`src/pkg/lpc_pkg.sv`:
```
/*
 * Package for the sleep-polling configuration bank: frame layout, register
 * addresses, channel counts, reset values and the per-channel setting type.
 * Assumes a 32-bit frame, address in bits 31..25, read/write in bit 24.
 */
`default_nettype none
package lpc_pkg;
    localparam int LPC_FRAME_W = 32;
    localparam int LPC_ADDR_MSB = 31;
    localparam int LPC_ADDR_LSB = 25;
    localparam int LPC_RW_BIT = 24;
    localparam int LPC_FAULT_BIT = 23;
    localparam int LPC_INT_BIT = 22;
    localparam int LPC_DATA_W = 22;
    localparam int LPC_NUM_GND = 14;
    localparam int LPC_NUM_PRG = 8;
    localparam logic [6:0] LPC_ADDR_GND_CUR = 7'h17;
    localparam logic [6:0] LPC_ADDR_PRG_SLOW = 7'h18;
    localparam logic [6:0] LPC_ADDR_GND_SLOW = 7'h19;
    localparam logic [13:0] LPC_GND_RESET = 14'h0000;
    localparam logic [7:0] LPC_PRG_RESET = 8'h00;
    // slow polling stretches the interval by this factor
    localparam int LPC_SLOW_FACTOR = 4;
    localparam int LPC_NORMAL_CUR_UA = 1000;

    typedef struct packed {
        logic [LPC_NUM_GND-1:0] gnd_use_wetting;
        logic [LPC_NUM_GND-1:0] gnd_slow;
        logic [LPC_NUM_PRG-1:0] prg_slow;
    } lpc_setting_t;

    typedef enum logic [1:0] {
        LPC_RATE_OFF,
        LPC_RATE_NORMAL,
        LPC_RATE_SLOW
    } lpc_rate_t;
endpackage : lpc_pkg
`default_nettype wire

```
`src/hdl/lpc_chan_rate.sv`:
```
/*
 * One channel's poll timing: in sleep polling, emits a poll strike each base tick, or each
 * fourth base tick when slow. Assumes base_tick is a one-cycle pulse.
 */
`default_nettype none
module lpc_chan_rate
    import lpc_pkg::*;
(
    input wire logic sys_clk,
    input wire logic srst,
    input wire logic sleep_polling_state,
    input wire logic base_tick,
    input wire logic slow,
    output logic poll_strike,
    output lpc_rate_t rate
);
    logic [1:0] tick_count;
    wire logic last_of_four;

    assign last_of_four = (tick_count == 2'(LPC_SLOW_FACTOR - 1));

    always_ff @(posedge sys_clk) begin
        if (srst || !sleep_polling_state) begin
            tick_count <= 2'h0;
        end else if (base_tick) begin
            tick_count <= last_of_four ? 2'h0 : tick_count + 2'h1;
        end
    end

    // slow channel fires on every fourth tick only
    assign poll_strike = sleep_polling_state && base_tick &&
        (!slow || last_of_four);
    assign rate = !sleep_polling_state ? LPC_RATE_OFF :
        (slow ? LPC_RATE_SLOW : LPC_RATE_NORMAL);
endmodule : lpc_chan_rate
`default_nettype wire

```
`src/hdl/lpc_poll_config.sv`:
```
/*
 * Sleep-polling configuration bank: three registers reached by 32-bit
 * frames, steering per-channel poll current and poll rate.
 * Assumes frames arrive already deserialised, one-cycle frame_valid,
 * on sys_clk; base_tick comes from the sleep-polling rate timer.
 */
//
// Overview of operation
// - ground channel bit 0 sources normal 1.0 mA poll current.
// - ground channel bit 1 polls with the programmed wetting current level.
// - base poll rate comes from the sleep config, used when slow bit clear.
// - slow bit 0 polls at the normal selected rate, both channel groups.
// - slow bit 1 makes the polling interval four times longer.
// - current-select register at address 0x17, bit 24 selects read/write.
// - programmable slow register at 0x18, bits 7..0, rest read zero.
// - ground slow register at 0x19, low 14 bits, upper bits unused.
// - answer carries fault in bit 23, interrupt in 22, data in 21..0.
`default_nettype none
module lpc_poll_config
    import lpc_pkg::*;
(
    input wire logic sys_clk,
    input wire logic srst,
    input wire logic frame_valid,
    input wire logic [LPC_FRAME_W-1:0] frame_in,
    input wire logic fault_status,
    input wire logic int_flag,
    input wire logic sleep_polling_state,
    input wire logic base_tick,
    output logic [LPC_FRAME_W-1:0] frame_out,
    output logic answer_valid,
    output lpc_setting_t settings,
    output logic [LPC_NUM_GND-1:0] gnd_use_wetting_level,
    output logic [LPC_NUM_GND-1:0] gnd_normal_current,
    output logic [LPC_NUM_GND-1:0] gnd_poll_strike,
    output logic [LPC_NUM_PRG-1:0] prg_poll_strike
);
    logic [LPC_NUM_GND-1:0] gnd_cur;
    logic [LPC_NUM_GND-1:0] gnd_slow;
    logic [LPC_NUM_PRG-1:0] prg_slow;

    wire logic [6:0] addr;
    wire logic is_write;
    wire logic hit_cur;
    wire logic hit_pslow;
    wire logic hit_gslow;
    wire logic [LPC_DATA_W-1:0] wdata;
    wire logic [LPC_DATA_W-1:0] rdata;

    assign addr = frame_in[LPC_ADDR_MSB:LPC_ADDR_LSB];
    assign is_write = frame_in[LPC_RW_BIT];
    assign wdata = frame_in[LPC_DATA_W-1:0];
    assign hit_cur = frame_valid && (addr == LPC_ADDR_GND_CUR);
    assign hit_pslow = frame_valid && (addr == LPC_ADDR_PRG_SLOW);
    assign hit_gslow = frame_valid && (addr == LPC_ADDR_GND_SLOW);

    // unused bits stay zero on read
    assign rdata = hit_cur ? LPC_DATA_W'(gnd_cur) :
        hit_pslow ? LPC_DATA_W'(prg_slow) :
        hit_gslow ? LPC_DATA_W'(gnd_slow) :
        {LPC_DATA_W{1'b0}};

    // writes keep only the channel bits
    always_ff @(posedge sys_clk) begin
        if (srst) begin
            gnd_cur <= LPC_GND_RESET;
        end else if (hit_cur && is_write) begin
            gnd_cur <= wdata[LPC_NUM_GND-1:0];
        end
    end

    always_ff @(posedge sys_clk) begin
        if (srst) begin
            prg_slow <= LPC_PRG_RESET;
        end else if (hit_pslow && is_write) begin
            prg_slow <= wdata[LPC_NUM_PRG-1:0];
        end
    end

    always_ff @(posedge sys_clk) begin
        if (srst) begin
            gnd_slow <= LPC_GND_RESET;
        end else if (hit_gslow && is_write) begin
            gnd_slow <= wdata[LPC_NUM_GND-1:0];
        end
    end

    // answer returns the register state seen before this frame's write
    always_ff @(posedge sys_clk) begin
        if (srst) begin
            frame_out <= {LPC_FRAME_W{1'b0}};
            answer_valid <= 1'b0;
        end else begin
            answer_valid <= frame_valid;
            if (frame_valid) begin
                frame_out <= {frame_in[LPC_ADDR_MSB:LPC_RW_BIT],
                    fault_status, int_flag, rdata};
            end
        end
    end

    assign settings = '{gnd_use_wetting: gnd_cur, gnd_slow: gnd_slow,
        prg_slow: prg_slow};
    assign gnd_use_wetting_level = gnd_cur;
    assign gnd_normal_current = ~gnd_cur;

    genvar g;
    generate
        for (g = 0; g < LPC_NUM_GND + LPC_NUM_PRG; g++) begin : g_chan
            wire logic slow_bit;
            wire logic strike;
            if (g < LPC_NUM_GND) begin : g_gnd
                assign slow_bit = gnd_slow[g];
                assign gnd_poll_strike[g] = strike;
            end else begin : g_prg
                assign slow_bit = prg_slow[g-LPC_NUM_GND];
                assign prg_poll_strike[g-LPC_NUM_GND] = strike;
            end
            // base tick from the sleep config timer, per-bit slowdown
            lpc_chan_rate u_rate (
                .sys_clk(sys_clk),
                .srst(srst),
                .sleep_polling_state(sleep_polling_state),
                .base_tick(base_tick),
                .slow(slow_bit),
                .poll_strike(strike),
                .rate()
            );
        end
    endgenerate

    property p_write_cur;
        @(posedge sys_clk) disable iff (srst)
        (frame_valid && is_write && addr == LPC_ADDR_GND_CUR) |=>
            gnd_cur == $past(frame_in[LPC_NUM_GND-1:0]);
    endproperty
    a_write_cur: assert property (p_write_cur)
        else $error("current select write not stored");

    property p_write_pslow;
        @(posedge sys_clk) disable iff (srst)
        (frame_valid && is_write && addr == LPC_ADDR_PRG_SLOW) |=>
            prg_slow == $past(frame_in[LPC_NUM_PRG-1:0]);
    endproperty
    a_write_pslow: assert property (p_write_pslow)
        else $error("programmable slow write not stored");

    property p_write_gslow;
        @(posedge sys_clk) disable iff (srst)
        (frame_valid && is_write && addr == LPC_ADDR_GND_SLOW) |=>
            gnd_slow == $past(frame_in[LPC_NUM_GND-1:0]);
    endproperty
    a_write_gslow: assert property (p_write_gslow)
        else $error("ground slow write not stored");

    property p_answer_flags;
        @(posedge sys_clk) disable iff (srst)
        frame_valid |=> answer_valid &&
            frame_out[LPC_FAULT_BIT] == $past(fault_status) &&
            frame_out[LPC_INT_BIT] == $past(int_flag);
    endproperty
    a_answer_flags: assert property (p_answer_flags)
        else $error("answer flags wrong");

    property p_unused_zero;
        @(posedge sys_clk) disable iff (srst)
        answer_valid |-> frame_out[LPC_DATA_W-1:LPC_NUM_GND] == '0 &&
            (!$past(hit_pslow) ||
            frame_out[LPC_DATA_W-1:LPC_NUM_PRG] == '0);
    endproperty
    a_unused_zero: assert property (p_unused_zero)
        else $error("unused data bits not zero");

    property p_current_sel;
        @(posedge sys_clk) disable iff (srst)
        (gnd_use_wetting_level ^ gnd_normal_current) == '1 &&
            gnd_use_wetting_level == settings.gnd_use_wetting;
    endproperty
    a_current_sel: assert property (p_current_sel)
        else $error("poll current selection inconsistent");

    property p_fast_follows_tick;
        @(posedge sys_clk) disable iff (srst)
        (sleep_polling_state && base_tick && !gnd_slow[0]) |->
            gnd_poll_strike[0];
    endproperty
    a_fast_follows_tick: assert property (p_fast_follows_tick)
        else $error("normal channel missed a base tick");

    property p_slow_spacing;
        @(posedge sys_clk) disable iff (srst)
        (prg_slow[0] && prg_poll_strike[0] && base_tick)
            |=> (!prg_poll_strike[0] || !prg_slow[0]) [*3];
    endproperty
    a_slow_spacing: assert property (p_slow_spacing)
        else $error("slow channel polled too soon");

    property p_no_poll_awake;
        @(posedge sys_clk) disable iff (srst)
        !sleep_polling_state |-> gnd_poll_strike == '0 &&
            prg_poll_strike == '0;
    endproperty
    a_no_poll_awake: assert property (p_no_poll_awake)
        else $error("poll strike outside sleep polling");
endmodule : lpc_poll_config
`default_nettype wire

```
`config.mk`:
```
export PLATFORM = sky130hd
export DESIGN_NAME = lpc_poll_config
export DESIGN_NICKNAME = d
export VERILOG_FILES = /design/src/pkg/lpc_pkg.sv /design/src/hdl/lpc_chan_rate.sv /design/src/hdl/lpc_poll_config.sv
export SDC_FILE = /design/constraint.sdc
export NUM_CORES = 1
export LEC_CHECK = 0
export ABC_AREA = 1
export BUFFER_PORTS_ARGS = -buffer_cell sky130_fd_sc_hd__clkbuf_2
export CORE_MARGIN = 2
export CORE_UTILIZATION = 47
export CTS_CLUSTER_SIZE = 25
export DETAILED_ROUTE_END_ITERATION = 7
export PLACE_DENSITY = 0.74
export SETUP_SLACK_MARGIN = 0.05
export SLEW_MARGIN = 0
export SYNTH_ARGS = -nofsm -noshare
export SYNTH_HDL_FRONTEND = slang
export SYNTH_SLANG_ARGS = --single-unit
```
`constraint.sdc`:
```
create_clock -name sys_clk -period 3.5 [get_ports sys_clk]
set_input_delay 0.35 -clock sys_clk [delete_from_list [all_inputs] [get_ports sys_clk]]
set_output_delay 0.35 -clock sys_clk [all_outputs]
set_load 0.02 [all_outputs]
```
======== Word level (Yosys, flattened, before mapping) ========
Index checks and enable logic that the tools add are counted.
cells by class
  reduce and logical (&&, ||, !) cells .... 75
  muxes and demuxes ....................... 25
  equal/unequal tests ..................... 25
  add/subtract/negate cells ............... 22
  bitwise gates (word level) .............. 1
operator list
  cell                                                                   number
  2-bit by 1-bit adder with 2-bit output, second input constant          22
  2-bit equality test, second input constant                             22
  2-bit two-way mux                                                      22
  14-bit two-way mux                                                     3
  1-bit logical AND                                                      29
  1-bit logical NOT                                                      23
  1-bit logical OR                                                       23
  7-bit by 5-bit equality test with 1-bit output, second input constant  3
  14-bit inverter                                                        1
storage, ports and cells
  input port bits ......................... 39
  logic and storage cells ................. 175
  register bits after elaboration ......... 113

======== Longest topological paths before layout ========
Gate-level depths: netlist (run 1).
  depth after elaboration ................. 5
  gate-level depth with buffers ........... 9
  mapped depth without buffers ............ 7

======== By module ========
Synthesis (run 1) repeated with hierarchy kept, for this count alone.
second synthesis, totals
  cells, all modules ...................... 837
  area total of the unflattened synthesis .. 5729.2 sq um
modules (own cells, without submodules)
  module           cells an instance  times used  area each (sq um)  seq. area each (sq um)
  lpc_poll_config  397                1           2976.6             1221.2
  lpc_chan_rate    20                 22          125.1              40.0

======== Least setup slack after synthesis (run 1) ========
Ideal clock, no wire load.
  path type ............................... input -> register
  start point ............................. input port frame_in[31]
  end point ............................... register gnd_slow[10]
  data required time ...................... 3.368 ns
  buffers on the path ..................... 1
  arrival ................................. 1.211 ns
  slack ................................... 2.157 ns
  setup time .............................. 0.132 ns
  cell stages on the path ................. 7
  cell sequence ........................... inv_1 > nand3_1 > nor2_4 > nand3_1 > clkbuf_1 > nand2_1 > a21oi_1
on the way
  cells in the longest elaborated chain, start to end .. 3
ends and longest elaborated chain
  element                                         RTL line               text
  from (decl)                                     lpc_poll_config.sv:25  input wire logic [LPC_FRAME_W-1:0] frame_in,
  7-bit by 5-bit equality test with 1-bit output  lpc_poll_config.sv:55  assign hit_gslow = frame_valid && (addr == LPC_ADDR_GND_SLOW);
  1-bit logical AND                               lpc_poll_config.sv:55
  1-bit logical AND                               lpc_poll_config.sv:83  end else if (hit_gslow && is_write) begin
  to (signal assigned)                            lpc_poll_config.sv:84  gnd_slow <= wdata[LPC_NUM_GND-1:0];
  to (decl)                                       lpc_poll_config.sv:39  logic [LPC_NUM_GND-1:0] gnd_slow;
Every way passes these cells.
A chain may end at the register's enable or synchronous reset.

======== Final worst setup path (run 1) ========
  start point ............................. input port base_tick
  end point ............................... output port gnd_poll_strike[8]
on the way
  cells in the longest elaborated chain, start to end .. 2
ends and longest elaborated chain
  element                          RTL line               text
  from (decl)                      lpc_poll_config.sv:29  input wire logic base_tick,
  1-bit logical AND (2 in series)  lpc_chan_rate.sv:31    assign poll_strike = sleep_polling_state && base_tick &&
  to (decl)                        lpc_poll_config.sv:35  output logic [LPC_NUM_GND-1:0] gnd_poll_strike,
Every way passes these cells.

==> results of run 1 <==
==> cells in the final DEF (no fill, tap or decap) <==
cell type,Yosys,final
clkbuf_2,0,139
nand2_1,129,129
a211oi_1,22,22
inv_6,0,1
nand4_1,30,30
dfxtp_1,105,105
nor2_1,59,58
inv_1,49,49
nand3_4,1,1
o211a_1,1,1
a21oi_1,92,92
o21ai_0,16,16
inv_2,1,1
buf_4,69,6
nand2_2,1,1
conb_1,1,8
clkbuf_8,0,10
nor3_4,1,1
nand3_1,38,38
bufinv_16,0,1
nor2_2,1,2
ha_1,22,22
clkinvlp_4,0,2
nor2_4,1,1
==> where the power goes <==
group | total [mW] | internal (mW) | leakage, nW | switching (mW)
logic | 0.228 | 0.0672 | 1.66 | 0.161
clock network | 0.738 | 0.345 | 0.0909 | 0.392
registers | 1.24 | 1.22 | 0.854 | 0.0191
==> critical path: stages <==
cell      delay, ns
clkbuf_2       0.43
nand2_1        0.60
a21oi_1        0.39
clkbuf_2       0.22
==> path summary, 6_finish.rpt <==
check,from,end,depth (start not counted),slack [ns]
worst max-delay path,base_tick,gnd_poll_strike[8],4,1.15
worst min-delay path,int_flag,frame_out[22],3,0.22
worst max register to register,g_chan[6].u_rate.tick_count[0],g_chan[6].u_rate.tick_count[0],4,2.53
worst min register to register,frame_out[27],frame_out[27],2,0.47
==> through the flow <==
stage          cell area, um2  util [%]  setup slack [ns]  hold WS (ns)
4_1_cts                  5560      52.0              1.13         0.215
6_report                 5560      52.0              1.15         0.225
2_1_floorplan            5130         -              2.16         0.443
5_1_grt                  5560      52.0             0.988         0.228
3_3_place_gp             5370      50.2              1.21         0.452
3_5_place_dp             5370      50.2              1.13         0.458
==> registers in the layout, indices dropped and copies added (netlist names) <==
signal                    count
gnd_slow                     14
frame_out                    24
g_chan.u_rate.tick_count     44
answer_valid                  1
gnd_use_wetting_level        14
prg_slow                      8
==> cells by family (layout without fill, tap and decap cells) <==
logic type	Yosys count	after routing	synth area share (%)
fa+ha+maj	22	22	5.40
simple gates	261	261	22.4
flops	105	105	41.2
buf+inv	157	209	16.9
compound gates	131	131	14.0
other cells	1	8	0.0735
==> layout make-up <==
class	count	share of cell area (%)
inverters	50	3.37
repair buffers	145	13.3
flip-flops and latches	105	37.8
multi-input cells	422	38.9
clock buffers	10	2.47
clock inverters	4	0.967
well taps	140	3.15
==> per-layer routing <==
layer  vias to the layer above  global-route usage, %  wire (um)
met5                         -                      0          0
met4                         0                   6.04        186
met3                        16                   3.80        698
met2                       146                   34.3       5790
met1                      2066                   27.0       5490
li1                       2275                      -          -
==> metrics.md, run 1 <==
| Metric | Value |
|---|---|
| Final-layout fill cell count | around 1000 |
| Layout cells sized above 1 | 22.6% |
| Worst-Margin Slew | roughly 0.75 ns |
| Residual DRC | 0 |
| Top-count cell post-synth | nand2_1 |
| RD Place Congestion | about 0.86 |
| Initial DRC Count | between 200 and 300 |
| Total track usage | 20.5% |
| Average size of a mapped cell | 7.53 um2 |
| Multi-input gate area | 2160 um2 |
| Grt total ovfl | 0 |
| Fin nets | ~800 |
| Via count | 4503 |
| Die Y-Extent | 108 um |
| Synth Warn # | 0 |
| Worst-path clk slew | around 0.09 ns |
| Worst EP required | 3.15 ns |
| Die X | 108 um |
| FF+latch area | 2100 um2 |
| CTS H-tree lvls | 3 |
| Final setup viols | 0 |
| Crit end category | output port |
| Num Clock Sinks | between 100 and 150 |
| Post-cts sizing count | 0 |
| Final TNS setup | 0 ns |
| Largest area contributor in the netlist | dfxtp_1 |
| Post-Syn Area | 5100 um2 |
| Antenna diodes | 0 |
| Pin count of the biggest net entering global routing | 45 |
| Drt first pass iters | 6 |
| Antenna-violating nets left | 0 |
| RSZ-0062 raised after global routing | no |
| Total power | 2.21 mW |
| CTS buffer count | 9 |
| Final hold vios | 0 |
| Post-placement cell count | 862 |
| Min cycle time layout | 2.35 ns |
| Sequential area share after synthesis | between 40% and 50% |
| Drt wl/cell | 13.9 um |
| Hpwl dp | around 8800 um |
| Deepest clock path buffer count | 2 |
| Flops & latches, synth | 105 |
| CTS tree | built |
| Vias per inst | 5.14 |
| Worst-path maximum fanout | 30 |
| Synth unique cells | 23 |
| # hold bufs at CTS | 0 |
| Async SR Flop Fraction | 0% |
| Status | finished, final reports clean |
| Total die area | 11700 um2 |
| Postcts setup bufs | 0 |
| Worst-Skew Late Latency | 0.35 ns |
| Top cell type's share of synthesized area | 41.2% |
| First-pass GRT wire length | ~20000 um |
| HP Class | in2reg |
| Final std cells w/o fill | 876 |
| Row cnt | 38 |
| Worst Path Class, Setup | in2out |
| Initial antenna violation count | 0 |
| Worst path arrival time | 2.00 ns |
| Initial Util | 47.7% |
| Pwr Density | a little under 400 nW/um2 |
| Top achievable clock speed | 0.426 GHz |
| Gate Count Post-Synth | 677 |
| # IOs | 158 |
| Root Buffer | clkbuf_8 |
| Placeable core region | 10700 um2 |
| DRT Wirelength | 12200 um |
| Vias in the first global route | 4025 |
| Final Skew | around 0.0078 ns |
| Pleak | about 2.6 nW |
| Slew headroom | approximately half |
| Synth top area cells | dfxtp_1, buf_4, nand2_1 |
| Port Buf Inserts | 139 |
| Area growth syn-to-layout | 9.03% |
| MaxCap Viol Count | 0 |
| Synth cell count leaders | nand2_1, dfxtp_1, a21oi_1 |
| Ys flop type | dfxtp_1 |
| IR drop worst, VDD | 223 uV |
| EDFF count, synth | 0 |
| CP startpoint kind | primary input |
| Final slew viol count | 0 |
| Final worst-path cycle share | roughly two thirds |
(Power assumes the default switching activity.)
==> run 2, diff against run 1 <==
- clock period: 3.5 -> 2.45 ns (I/O delays scaled with it)
==> run 2 against run 1 <==
Effect of this change: largest power group unchanged; wire length rose by 0.54%; hold slack lost 0.11 ns; sequential share of layout area fell by 0.40 points; final area up 1.1%; via count increased by 1.2%; clock skew decreased by 0.0015 ns; core utilization up 0.55 points; clock-buffer cell count grew 1.
==> metrics.md, run 2 (synthesis results as in run 1) <==
| Metric | Value |
|---|---|
| Antenna diodes | 0 |
| Largest registers | g_chan.u_rate.tick_count x44, frame_out x24 |
| Min cycle time layout | 1.65 ns |
| Die Y-Extent | 108 um |
| Worst path arrival time | 1.41 ns |
| DRT Wirelength | between 10000 and 15000 um |
| Total power | ~3.3 mW |
| Setup ws final | 0.797 ns |
| Final slew viol count | 0 |
| Utilization after layout | 52.5% |
| # IOs | 158 |
| Initial DRC Count | 290 |
| Pin count of the biggest net entering global routing | 68 |
| HP Class | in2reg |
| Post-cts sizing count | 0 |
| CTS buffer count | 9 |
| Critical-path cell list | clkbuf_2 > nand2_1 > a21oi_1 > clkbuf_2 |
| Status | finished, final reports clean |
| Drt first pass iters | 5 |
| Placeable core region | around 11000 um2 |
| RD Place Congestion | 0.888 |
| CTS tree | built |
| Total track usage | 20.8% |
| Worst-path maximum fanout | 22 |
| Residual DRC | 0 |
| Root Buffer | clkbuf_8 |
| Reg with most FFs | g_chan.u_rate.tick_count |
| Die X | 108 um |
| Final TNS setup | 0 ns |
| Hpwl dp | ~8700 um |
| MaxCap Viol Count | 0 |
| Via count | 4559 |
| First-pass GRT wire length | about 20000 um |
| Commonest non-fill, non-tap cell in the layout | clkbuf_2 |
| CP most frequent cell | clkbuf_2 |
| CTS H-tree lvls | 3 |
| Slew headroom | 47.3% |
| DP Worst Slack | ~0.61 ns |
| Total die area | 11700 um2 |
| Worst-Skew Late Latency | 0.36 ns |
| Final setup viols | 0 |
| Pleak | 2.65 nW |
| Final hold vios | 0 |
| Fin nets | ~800 |
| Initial antenna violation count | 0 |
| Final worst-path cycle share | 67.5% |
| Area growth syn-to-layout | 10.2% |
| Vias per inst | 5.17 |
| Crit end category | output port |
| Vias in the first global route | 4000 |
| Drt wl/cell | 13.9 um |
| CP max stage cell | nand2_1 |
| Deepest clock path buffer count | 2 |
| Leading cell types in the layout, fill and taps excluded | clkbuf_2, nand2_1, dfxtp_1 |
| Top achievable clock speed | just over 0.6 GHz |
| Num Clock Sinks | between 100 and 150 |
| Worst-path clk slew | 0.09 ns |
| IR drop worst, VDD | 245 uV |
| Final Skew | 0.00630 ns |
| Row cnt | 38 |
| Worst Path Class, Setup | in2out |
| Worst-Margin Slew | between 0.7 and 0.8 ns |
| Initial Util | between 40% and 50% |
| Final instance area | between 5000 and 6000 um2 |
| CP startpoint kind | primary input |
| Layout cells sized above 1 | a little under a quarter |
| Port Buf Inserts | about 140 |
| Largest register FFs | 44 |
| Antenna-violating nets left | 0 |
| RSZ-0062 raised after global routing | no |
| Placed inst area | 5400 um2 |
| Pwr Density | 586 nW/um2 |
| Grt total ovfl | 0 |
| # hold bufs at CTS | 0 |
| Worst EP required | 2.20 ns |
| Max stage delay on crit path | roughly 0.45 ns |
| Postcts setup bufs | 0 |
==> run 2: cell types whose count changed in the layout (fill, tap and decap cells not counted) <==
cell	before	now
clkbuf_1	0	1
clkinv_4	0	1
buf_4	6	10
clkinv_2	0	2
clkinvlp_4	2	0
inv_6	1	0
bufinv_16	1	2
==> run 2: power by group <==
part | leakage (nW) | switching, mW | total, mW | internal [mW]
clock network | 0.113 | 0.583 | 1.19 | 0.603
registers | 0.854 | 0.0280 | 1.78 | 1.75
logic | 1.68 | 0.232 | 0.331 | 0.0989
==> run 2: layer usage <==
layer / wire length (um) / part of all wire, % / track usage, %
met1: 5360 / 44 / 27.4
met2: 5840 / 48 / 34.0
met3: 845 / 6.9 / 3.98
met4: 178 / 1.5 / 7.60
met5: 0 / 0 / 0
==> run 2: cell type report <==
type | instances | area, um2
fill | 1050 | 5080
multi-input combinational | 422 | 2160
sequential | 105 | 2100
timing repair buffer | 149 | 771
inverter | 50 | 188
tap | 140 | 175
clock buffer | 11 | 141
clock inverter | 5 | 78.8
==> run 2: worst max-delay path: cells and delay by family <==
| family | cells | cell delay (ns) |
|---|---|---|
| compound gates | 1 | 0.38 |
| buf+inv | 2 | 0.34 |
| simple gates | 1 | 0.45 |
==> run 2: stage by stage <==
step	hold slack, ns	cells
after floorplan	0.378	684
after global placement	0.452	866
after detailed placement	0.459	866
after CTS	0.0941	882
after global routing	0.115	882
final	0.110	882
==> run 2: path summary, 6_finish.rpt <==
| path | start | to | slack (ns) | depth (start not counted) |
|---|---|---|---|---|
| worst max-delay path | sleep_polling_state | gnd_poll_strike[8] | 0.80 | 4 |
| worst min register to register | g_chan[0].u_rate.tick_count[1] | g_chan[0].u_rate.tick_count[1] | 0.47 | 2 |
| worst min-delay path | fault_status | frame_out[23] | 0.11 | 3 |
| worst max register to register | g_chan[2].u_rate.tick_count[0] | g_chan[2].u_rate.tick_count[0] | 1.49 | 4 |
==> run 3, diff against run 2 <==
- CORE_UTILIZATION: 47 -> 46
- PLACE_DENSITY: 0.74 -> 0.76
- clock period: 2.45 -> 1.4 ns (I/O delays scaled with it)
==> run 3 against run 2 <==
Effect of this change: power up 82%; sequential power up 75%; clock power up 79%; final cell count up 4.2%; final area up 16%; critical endpoint is now gnd_poll_strike[5].
==> metrics.md, run 3 (synthesis results as in run 1) <==
| Metric | Value |
|---|---|
| Via count | ~4700 |
| Grt total ovfl | 0 |
| Total track usage | 20.8% |
| Pwr Density | 921 nW/um2 |
| CTS buffer count | 9 |
| Worst-Skew Late Latency | 0.37 ns |
| Largest registers | g_chan.u_rate.tick_count x44, frame_out x24 |
| Worst Path Class, Setup | reg2out |
| Hpwl dp | 8680 um |
| Initial antenna violation count | 0 |
| Placed inst area | 5530 um2 |
| Utilization after layout | between 50% and 60% |
| Num Clock Sinks | 105 |
| DRT Wirelength | 13400 um |
| Worst-path maximum fanout | 3 |
| Fin nets | 835 |
| Final TNS setup | 0 ns |
| Antenna-violating nets left | 0 |
| Area growth syn-to-layout | 27.4% |
| Vias in the first global route | 4126 |
| Final hold vios | 0 |
| Final slew viol count | 0 |
| IR drop worst, VDD | 544 uV |
| Multi-input gate area | around 2500 um2 |
| DP Worst Slack | 0.156 ns |
| Commonest non-fill, non-tap cell in the layout | nand2_1 |
| Min cycle time layout | 1.36 ns |
| Root Buffer | clkbuf_8 |
| Status | finished, final reports clean |
| CTS H-tree lvls | 3 |
| Worst-path clk slew | approximately 0.10 ns |
| Drt first pass iters | 7 |
| FF+latch area | 2170 um2 |
| Antenna diodes | 0 |
| Post-placement cell count | 878 |
| Die X | 109 um |
| Layout cells sized above 1 | about two fifths |
| Final setup viols | 0 |
| Final Skew | roughly 0.011 ns |
| Vias per inst | about 5.1 |
| CP startpoint kind | flip-flop |
| Setup ws final | 0.0424 ns |
| Leading cell types in the layout, fill and taps excluded | nand2_1, clkbuf_2, a21oi_1 |
| Pin count of the biggest net entering global routing | 45 |
| Deepest clock path buffer count | 2 |
| Drt wl/cell | between 10 and 15 um |
| Final-layout fill cell count | 958 |
| Largest register FFs | 44 |
| Final worst-path cycle share | 97.0% |
| RD Place Congestion | around 0.9 |
| Final std cells w/o fill | 919 |
| Final instance area | between 6000 and 7000 um2 |
| MaxCap Viol Count | 0 |
| Crit end category | output port |
| CTS tree | built |
| HP Class | in2reg |
| # IOs | 158 |
| Total die area | 11900 um2 |
| Port Buf Inserts | 139 |
| Die Y-Extent | roughly 110 um |
| Worst EP required | between 1 and 1.5 ns |
| RSZ-0062 raised after global routing | yes |
| Reg with most FFs | g_chan.u_rate.tick_count |
| Row cnt | 38 |
| WHS | 0.0129 ns |
| Pleak | 2.88 nW |
| Total power | roughly 6 mW |
| Initial DRC Count | 311 |
| Initial Util | between 40% and 50% |
| Residual DRC | 0 |
| Top achievable clock speed | around 0.74 GHz |
| First-pass GRT wire length | 19800 um |
| Worst path arrival time | 1.22 ns |
| Placeable core region | 10800 um2 |
## run 3: changes by cell type in the layout (fill, tap and decap cells not counted), sizes merged
cell         change
inv              +2
dlygate4sd3      +3
clkinvlp         +1
buf             +49
clkbuf          -15
clkinv           -3
## run 3: metal layers
layer	vias to the layer above	global-route usage [%]	share of wire (%)
li1	2364	-	-
met1	2181	27.9	45
met5	-	0	0
met2	169	34.3	48
met3	14	4.45	6.4
met4	0	4.88	1.2
## run 3: timing repair
item	CTS	global route
pin swaps	19	31
hold buffers	2	1
endpoints found under the hold margin	2	1
setup endpoints to repair	22	22
gates resized for setup	113	78
setup buffers	11	11
## run 3: worst max-delay path: stages, from the launching register on
cell and delay [ns]:
dfxtp_4 0.38, ha_4 0.14, inv_4 0.03, a21oi_2 0.13
clkbuf_8 0.16
## run 3: power breakdown
group	leakage [nW]	switching [mW]	internal, mW
registers	0.875	0.0603	3.06
logic	1.89	0.445	0.292
clock network	0.111	1.06	1.07
total	2.88	1.56	4.43
## run 3: final timing paths
kind	startpoint	to	slack (ns)	cells past startpoint
max	g_chan[5].u_rate.tick_count[0]	gnd_poll_strike[5]	0.04	4
min	frame_in[12]	gnd_use_wetting_level[12]	0.01	3
max reg2reg	g_chan[13].u_rate.tick_count[0]	g_chan[13].u_rate.tick_count[0]	0.43	5
min reg2reg	g_chan[11].u_rate.tick_count[0]	g_chan[11].u_rate.tick_count[0]	0.45	1
## run 3: cell type report
cell class	count	area share (%)
multi-input combinational	422	38.3
tap	140	2.69
clock inverter	5	1.31
clock buffer	11	2.18
timing repair buffer	186	19.1
inverter	50	3.12
sequential	105	33.3
